`src/core/pdc_pkg.sv`:
```
package pdc_pkg;

	localparam int NUM_REGS = 11;

	// byte offsets on the register port
	localparam logic [7:0] OFS_REFDIV_OUT2_CONTROL = 8'h18;
	localparam logic [7:0] OFS_LOOP_DIVISOR_HIGH = 8'h19;
	localparam logic [7:0] OFS_LOOP_DIVISOR_LOW = 8'h1a;
	localparam logic [7:0] OFS_FRAC_NUMERATOR_BYTE2 = 8'h1b;
	localparam logic [7:0] OFS_FRAC_NUMERATOR_BYTE1 = 8'h1c;
	localparam logic [7:0] OFS_FRAC_NUMERATOR_BYTE0 = 8'h1d;
	localparam logic [7:0] OFS_FRAC_DENOMINATOR_BYTE2 = 8'h1e;
	localparam logic [7:0] OFS_FRAC_DENOMINATOR_BYTE1 = 8'h1f;
	localparam logic [7:0] OFS_FRAC_DENOMINATOR_BYTE0 = 8'h20;
	localparam logic [7:0] OFS_MODULATOR_CONTROL = 8'h21;
	localparam logic [7:0] OFS_LOOP_CONTROL_ZERO = 8'h22;

	// storage index of each register
	localparam int IDX_CTL = 0;
	localparam int IDX_NDIV_HI = 1;
	localparam int IDX_NDIV_LO = 2;
	localparam int IDX_NUM2 = 3;
	localparam int IDX_NUM1 = 4;
	localparam int IDX_NUM0 = 5;
	localparam int IDX_DEN2 = 6;
	localparam int IDX_DEN1 = 7;
	localparam int IDX_DEN0 = 8;
	localparam int IDX_MASH = 9;
	localparam int IDX_PCTL = 10;

	// field positions
	localparam int BIT_OUT2_FLOAT = 4;
	localparam int BIT_REF_PREDIVIDE = 0;
	localparam int BIT_REF_DOUBLER = 5;
	localparam int POS_DITHER_SELECT = 2;
	localparam int POS_ORDER = 0;
	localparam int POS_PUMP_CODE = 0;

	// reset values
	localparam logic [7:0] RST_CTL = 8'h10;
	localparam logic [7:0] RST_NDIV_HI = 8'h00;
	localparam logic [7:0] RST_NDIV_LO = 8'h32;
	localparam logic [7:0] RST_FRAC = 8'h00;
	localparam logic [7:0] RST_MASH = 8'h0c;
	localparam logic [7:0] RST_PCTL = 8'h28;

	// writable bits; everything else is reserved and reads zero
	localparam logic [7:0] WM_CTL = 8'h11;
	localparam logic [7:0] WM_NIBBLE = 8'h0f;
	localparam logic [7:0] WM_BYTE = 8'hff;
	localparam logic [7:0] WM_SIX = 8'h3f;
	localparam logic [7:0] WM_PCTL = 8'hef;

	localparam logic [10:0][7:0] RESET_IMAGE = {RST_PCTL, RST_MASH, RST_FRAC, RST_FRAC,
		RST_FRAC, RST_FRAC, RST_FRAC, RST_FRAC, RST_NDIV_LO, RST_NDIV_HI, RST_CTL};
	localparam logic [10:0][7:0] WRITE_MASK = {WM_PCTL, WM_NIBBLE, WM_BYTE, WM_BYTE,
		WM_SIX, WM_BYTE, WM_BYTE, WM_SIX, WM_BYTE, WM_NIBBLE, WM_CTL};

	// field encodings
	localparam logic [1:0] DITHER_WEAK = 2'h0;
	localparam logic [1:0] DITHER_OFF = 2'h3;
	localparam logic [1:0] ORDER_INTEGER = 2'h0;
	localparam logic [1:0] ORDER_THIRD = 2'h3;
	localparam logic [3:0] PUMP_1P6_MA = 4'h4;
	localparam logic [3:0] PUMP_6P4_MA = 4'h8;

endpackage

```
`src/core/pdc_config_regs.sv`:
```
`timescale 1ns/1ns
// Operation
// - float bit high tri-states output two
// - predivide bit inserts divide-by-four reference divider
// - twelve-bit divisor from nibble plus byte
// - divisor resets to 0x032
// - numerator is 22 bits, resets zero
// - denominator is 22 bits, resets zero
// - dither code 0 weak, 3 off
// - order code 0 integer, 3 third-order
// - doubler bit enables reference doubler, resets on
// - pump code 4 is 1.6mA, 8 is 6.4mA
module pdc_config_regs (
	input wire logic core_clk,
	input wire logic nrst,
	input wire logic [7:0] reg_addr,
	input wire logic reg_wr,
	input wire logic [7:0] reg_wdata,
	input wire logic reg_rd,
	output logic [7:0] reg_rdata,
	input wire logic out2_src,
	output logic out2_level,
	output logic out2_oe,
	output logic ref_predivide_sel,
	output logic ref_doubler_en,
	output logic [11:0] loop_integer_divisor,
	output logic [21:0] frac_numerator,
	output logic [21:0] frac_denominator,
	output logic [1:0] dither_select,
	output logic dither_weak,
	output logic dither_off,
	output logic [1:0] modulator_order,
	output logic order_integer,
	output logic order_third,
	output logic [3:0] pump_current_code,
	output logic pump_1p6_ma,
	output logic pump_6p4_ma
);

	typedef struct packed {
		logic [10:0][7:0] regs;
		logic [7:0] rdata;
	} pdc_state_t;

	pdc_state_t st_reg;
	pdc_state_t st_next;
	logic second_output_float;

	function automatic logic reg_hit(input logic [7:0] addr);
		reg_hit = (addr >= pdc_pkg::OFS_REFDIV_OUT2_CONTROL)
			&& (addr <= pdc_pkg::OFS_LOOP_CONTROL_ZERO);
	endfunction

	function automatic logic [3:0] reg_index(input logic [7:0] addr);
		logic [7:0] diff;
		diff = addr - pdc_pkg::OFS_REFDIV_OUT2_CONTROL;
		reg_index = diff[3:0];
	endfunction

	////////////////////////////////////////////////////////////////////////
	// register file
	always_comb
	begin
		st_next = st_reg;
		if (reg_rd)
		begin
			// unmapped offsets answer zero
			if (reg_hit(reg_addr))
				st_next.rdata = st_reg.regs[reg_index(reg_addr)];
			else
				st_next.rdata = 8'h00;
		end
		if (reg_wr && reg_hit(reg_addr))
		begin
			// reserved bits masked at write so they always read back zero
			st_next.regs[reg_index(reg_addr)] =
				reg_wdata & pdc_pkg::WRITE_MASK[reg_index(reg_addr)];
		end
	end

	always_ff @(posedge core_clk or negedge nrst)
	begin
		if (!nrst)
		begin
			st_reg.regs <= pdc_pkg::RESET_IMAGE;
			st_reg.rdata <= 8'h00;
		end
		else
			st_reg <= st_next;
	end

	assign reg_rdata = st_reg.rdata;

	////////////////////////////////////////////////////////////////////////
	// field outputs
	// numerator goes straight out; glitch-free retune depends on write order
	assign second_output_float = st_reg.regs[pdc_pkg::IDX_CTL][pdc_pkg::BIT_OUT2_FLOAT];
	assign ref_predivide_sel =
		st_reg.regs[pdc_pkg::IDX_CTL][pdc_pkg::BIT_REF_PREDIVIDE];
	assign ref_doubler_en = st_reg.regs[pdc_pkg::IDX_PCTL][pdc_pkg::BIT_REF_DOUBLER];
	assign loop_integer_divisor = {st_reg.regs[pdc_pkg::IDX_NDIV_HI][3:0],
		st_reg.regs[pdc_pkg::IDX_NDIV_LO]};
	assign frac_numerator = {st_reg.regs[pdc_pkg::IDX_NUM2][5:0],
		st_reg.regs[pdc_pkg::IDX_NUM1], st_reg.regs[pdc_pkg::IDX_NUM0]};
	assign frac_denominator = {st_reg.regs[pdc_pkg::IDX_DEN2][5:0],
		st_reg.regs[pdc_pkg::IDX_DEN1], st_reg.regs[pdc_pkg::IDX_DEN0]};
	assign dither_select =
		st_reg.regs[pdc_pkg::IDX_MASH][pdc_pkg::POS_DITHER_SELECT +: 2];
	assign modulator_order = st_reg.regs[pdc_pkg::IDX_MASH][pdc_pkg::POS_ORDER +: 2];
	assign pump_current_code = st_reg.regs[pdc_pkg::IDX_PCTL][pdc_pkg::POS_PUMP_CODE +: 4];

	// reserved codes decode to none of the named settings
	assign dither_weak = (dither_select == pdc_pkg::DITHER_WEAK);
	assign dither_off = (dither_select == pdc_pkg::DITHER_OFF);
	assign order_integer = (modulator_order == pdc_pkg::ORDER_INTEGER);
	assign order_third = (modulator_order == pdc_pkg::ORDER_THIRD);
	assign pump_1p6_ma = (pump_current_code == pdc_pkg::PUMP_1P6_MA);
	assign pump_6p4_ma = (pump_current_code == pdc_pkg::PUMP_6P4_MA);

	pdc_out2_stage pdc_out2_stage_inst (
		.core_clk(core_clk),
		.nrst(nrst),
		.out2_src(out2_src),
		.second_output_float(second_output_float),
		.out2_level(out2_level),
		.out2_oe(out2_oe)
	);
endmodule

```
`src/core/pdc_out2_stage.sv`:
```
`timescale 1ns/1ns
module pdc_out2_stage (
	input wire logic core_clk,
	input wire logic nrst,
	input wire logic out2_src,
	input wire logic second_output_float,
	output logic out2_level,
	output logic out2_oe
);

	typedef struct packed {
		logic sync1;
		logic sync2;
		logic drive;
	} pdc_out2_state_t;

	pdc_out2_state_t st_reg;
	pdc_out2_state_t st_next;

	////////////////////////////////////////////////////////////////////////
	// source arrives from the synthesizer domain, so two stages first
	always_comb
	begin
		st_next = st_reg;
		st_next.sync1 = out2_src;
		st_next.sync2 = st_reg.sync1;
		st_next.drive = st_reg.sync2;
	end

	always_ff @(posedge core_clk or negedge nrst)
	begin
		if (!nrst)
			st_reg <= '0;
		else
			st_reg <= st_next;
	end

	assign out2_level = st_reg.drive;
	// floating the pin releases the enable; level stays but nobody drives
	assign out2_oe = !second_output_float;

endmodule

```
`config.mk`:
```
export PLATFORM = sky130hd
export DESIGN_NAME = pdc_config_regs
export DESIGN_NICKNAME = d
export VERILOG_FILES = /design/src/core/pdc_pkg.sv /design/src/core/pdc_config_regs.sv /design/src/core/pdc_out2_stage.sv
export SDC_FILE = /design/constraint.sdc
export NUM_CORES = 1
export LEC_CHECK = 0
export BUFFER_PORTS_ARGS = -buffer_cell sky130_fd_sc_hd__buf_2
export CAP_MARGIN = 20
export CORE_ASPECT_RATIO = 0.5
export CORE_MARGIN = 2
export CORE_UTILIZATION = 35
export CTS_CLUSTER_DIAMETER = 40
export DETAILED_ROUTE_END_ITERATION = 12
export PLACE_DENSITY = 0.53
export SLEW_MARGIN = 10
export SYNTH_ARGS = -nofsm -noshare
export SYNTH_HDL_FRONTEND = slang
export SYNTH_SLANG_ARGS = --single-unit
```
`constraint.sdc`:
```
create_clock -name core_clk -period 1.3 [get_ports core_clk]
set_clock_uncertainty 0.1 [all_clocks]
set_input_delay 0.325 -clock core_clk [delete_from_list [all_inputs] [get_ports core_clk]]
set_output_delay 0.325 -clock core_clk [all_outputs]
set_load 0.02 [all_outputs]
```
==> impl_metrics.env <==
export IMPL_drt_iter0_drc=187
export IMPL_rsz0062_at_grt="true"
export IMPL_cp_num_buf_inv=1
export IMPL_syn_area_um2=5140
export IMPL_vias=3569
export IMPL_dieArea_um2=15700
export IMPL_cp_cell_sequence="nor4b_4, buf_4"
export IMPL_yosys_area_top_type="dfrtp_1"
export IMPL_setup_viol=172
export IMPL_numPortBuffers=102
export IMPL_fmax_ghz=0.598
export IMPL_drc=0
export IMPL_crit_fanout=3
export IMPL_outcome="finished, violations left"
export IMPL_yosysMostFrequentCell="dfrtp_1"
export IMPL_synthFlopType="dfrtp_1"
export IMPL_diodes=0
export IMPL_r2r_slack_ps=-170
export IMPL_path_delay_family="flip-flops"
export IMPL_max_cap_violations=0
export IMPL_synth_area_leaders="dfrtp_1, mux2_2, buf_4, mux4_1, dfstp_2"
export IMPL_grt_first_pass_wirelength_mm=22.6
export IMPL_power_total_mw=7.55
export IMPL_drv_slew=0
export IMPL_synthArstFlopShare_pct=100
export IMPL_pin_count=103
export IMPL_die_w_um=175
export IMPL_peakVddDrop_v=0.000544
export IMPL_ys_seq_elements=99
export IMPL_fp_dieH_um=89.7
export IMPL_synthToLayoutAreaGrowth_pct=54.9
export IMPL_power_density_nw_per_um2=948
export IMPL_cts_reportedPaths_clkPinSlew_ps=70
export IMPL_hold_path_class="in2reg"
export IMPL_gr_usage_all_layers_pct=19.3
export IMPL_wl_per_cell_um=18.9
export IMPL_worst_ep_required_time_ps=880
export IMPL_syn_avg_cell_area_um2=13.1
export IMPL_dpl_cell_count=698
export IMPL_ys_top_cells_by_count="dfrtp_1, buf_4, mux2_2, nor2b_1, mux2i_1"
export IMPL_numCtsBuffers=9
export IMPL_ys_seq_area_share_pct=48.4
export IMPL_row_count=31
export IMPL_slew_headroom_pct=60.9
export IMPL_fin_crit_ps=1670
export IMPL_final_hold_violation_count=0
export IMPL_gp_congestion=0.829
export IMPL_violations="setup timing"
export IMPL_final_cells=762
export IMPL_antenna_found_initial=0
export IMPL_timing_setup_tns_ps=-25560
export IMPL_critPathCaptureType="output port"
export IMPL_vias_per_cell=4.68
export IMPL_start_kind="flip-flop"
export IMPL_crit_type="reg2out"
export IMPL_synth_edff_count=0
export IMPL_placed_cell_area_um2=6160
export IMPL_max_stage_delay_ps=540
export IMPL_grt_max_degree=45
export IMPL_grt_pass1_vias=3894
export IMPL_p_leak_nw=3.84
export IMPL_finalWorstSetupSlack_ps=-372
export IMPL_tightest_slew_ps=584
export IMPL_clk_latency_ps=350
export IMPL_yosysUniqueCellTypes=39
export IMPL_cts_max_path_buffers=2
export IMPL_cp_data_arrival_time_ps=1250
export IMPL_post_synth_top_area_fraction_pct=44.3
export IMPL_detail_route_antenna_nets=0
export IMPL_routed_wl_mm=14.4
export IMPL_cts_root_buf="clkbuf_16"
export IMPL_synthCells=393
export IMPL_core_um2=14400
export IMPL_fin_crit_sh_pct=129
export IMPL_fill_cells=1175
export IMPL_drive_gt1_share_pct=72.2
export IMPL_first_pass_iters=4
export IMPL_cp_slowest_cell="dfstp_2"
export IMPL_initial_core_util_pct=35.7
export IMPL_numClockSinks=99
export IMPL_ys_warn_count=0
export IMPL_cts_tree="built"
export IMPL_synth_nets=414
export IMPL_htreeDepth=3
export IMPL_timing_hold_ws_ps=159
export IMPL_nets=580
export IMPL_dpl_hpwl_mm=10.0
export IMPL_grt_overflow_total=0
export IMPL_stdcell_area_um2=7960
area by class of cell:
class / instances / area (µm²) / share of cell area (%)
timing repair buffer: 243 / 2470 / 31.0
tap: 198 / 248 / 3.11
sequential: 99 / 2490 / 31.3
inverter: 10 / 37.5 / 0.471
clock inverter: 5 / 82.6 / 1.04
clock buffer: 11 / 253 / 3.17
multi-input combinational: 196 / 2380 / 29.9
kinds of logic (layout without fill, tap and decap cells):
family          count (synthesis)  count (layout)  share of synthesized area, %
mux                           100             100                          25.7
compound gates                 27              27                          4.09
buf+inv                        98             269                          13.2
simple gates                   68              68                          8.47
flops                          99              99                          48.4
xor+xnor                        1               1                         0.170
layer usage:
layer	global-route usage (%)	part of all wire (%)
met4	3.94	1.0
met3	4.12	4.4
met1	28.5	49
met5	0	0
met2	29.6	45
worst paths after layout:
| kind | start | to | depth (start not counted) |
|---|---|---|---|
| min in group asynchronous | nrst | loop_integer_divisor[0] | 2 |
| max reg2reg | frac_denominator[21] | reg_rdata[5] | 4 |
| max in group asynchronous | nrst | dither_select[0] | 3 |
| min reg2reg | pdc_out2_stage_inst.st_next[0] | pdc_out2_stage_inst.out2_level | 0 |
| min | reg_wdata[2] | loop_integer_divisor[10] | 2 |
| max | pump_current_code[3] | pump_6p4_ma | 2 |
per-stage QoR:
stage | utilization (%) | worst slack, ps
after detailed placement | 42.8 | -717
after CTS | 54.2 | -391
final | 55.3 | -372
after floorplan | - | -509
after global placement | 42.8 | -705
after global routing | 55.3 | -440
placed cells by master (no fill, tap or decap), types with 3 or more instances in the layout:
cell	synthesis	final
o2bb2ai_1	7	7
nor2_1	7	6
clkbuf_16	0	9
nand3_2	3	6
nor2b_1	17	12
o221ai_2	0	4
buf_4	74	66
mux4_2	7	16
nand3_1	9	4
mux2i_1	16	15
buf_12	0	10
nor4b_4	1	4
nor2_4	0	5
a31oi_1	3	3
inv_1	9	8
dfrtp_1	91	88
mux2_2	60	22
dfstp_2	8	8
nor2b_2	0	5
and3_4	0	3
mux2_4	0	46
nand2_2	0	3
and2_4	0	10
buf_2	7	17
dfrtp_2	0	3
buf_6	3	147
power by group:
part / total (mW) / switching [mW] / leakage (nW) / internal [mW]
combinational: 1.28 / 0.594 / 2.34 / 0.685
clock: 3.01 / 1.20 / 0.167 / 1.80
sequential: 3.26 / 0.0775 / 1.33 / 3.18
total: 7.55 / 1.88 / 3.84 / 5.67
what timing repair did:
action / in CTS / in global routing
pin swaps: 16 / 16
hold buffers: 2 / 0
hold endpoints to repair: 94 / 0
resized for setup: 302 / 28
setup buffers: 36 / 14
setup endpoints to repair: 175 / 178
Power figures use the tool's default switching activity.
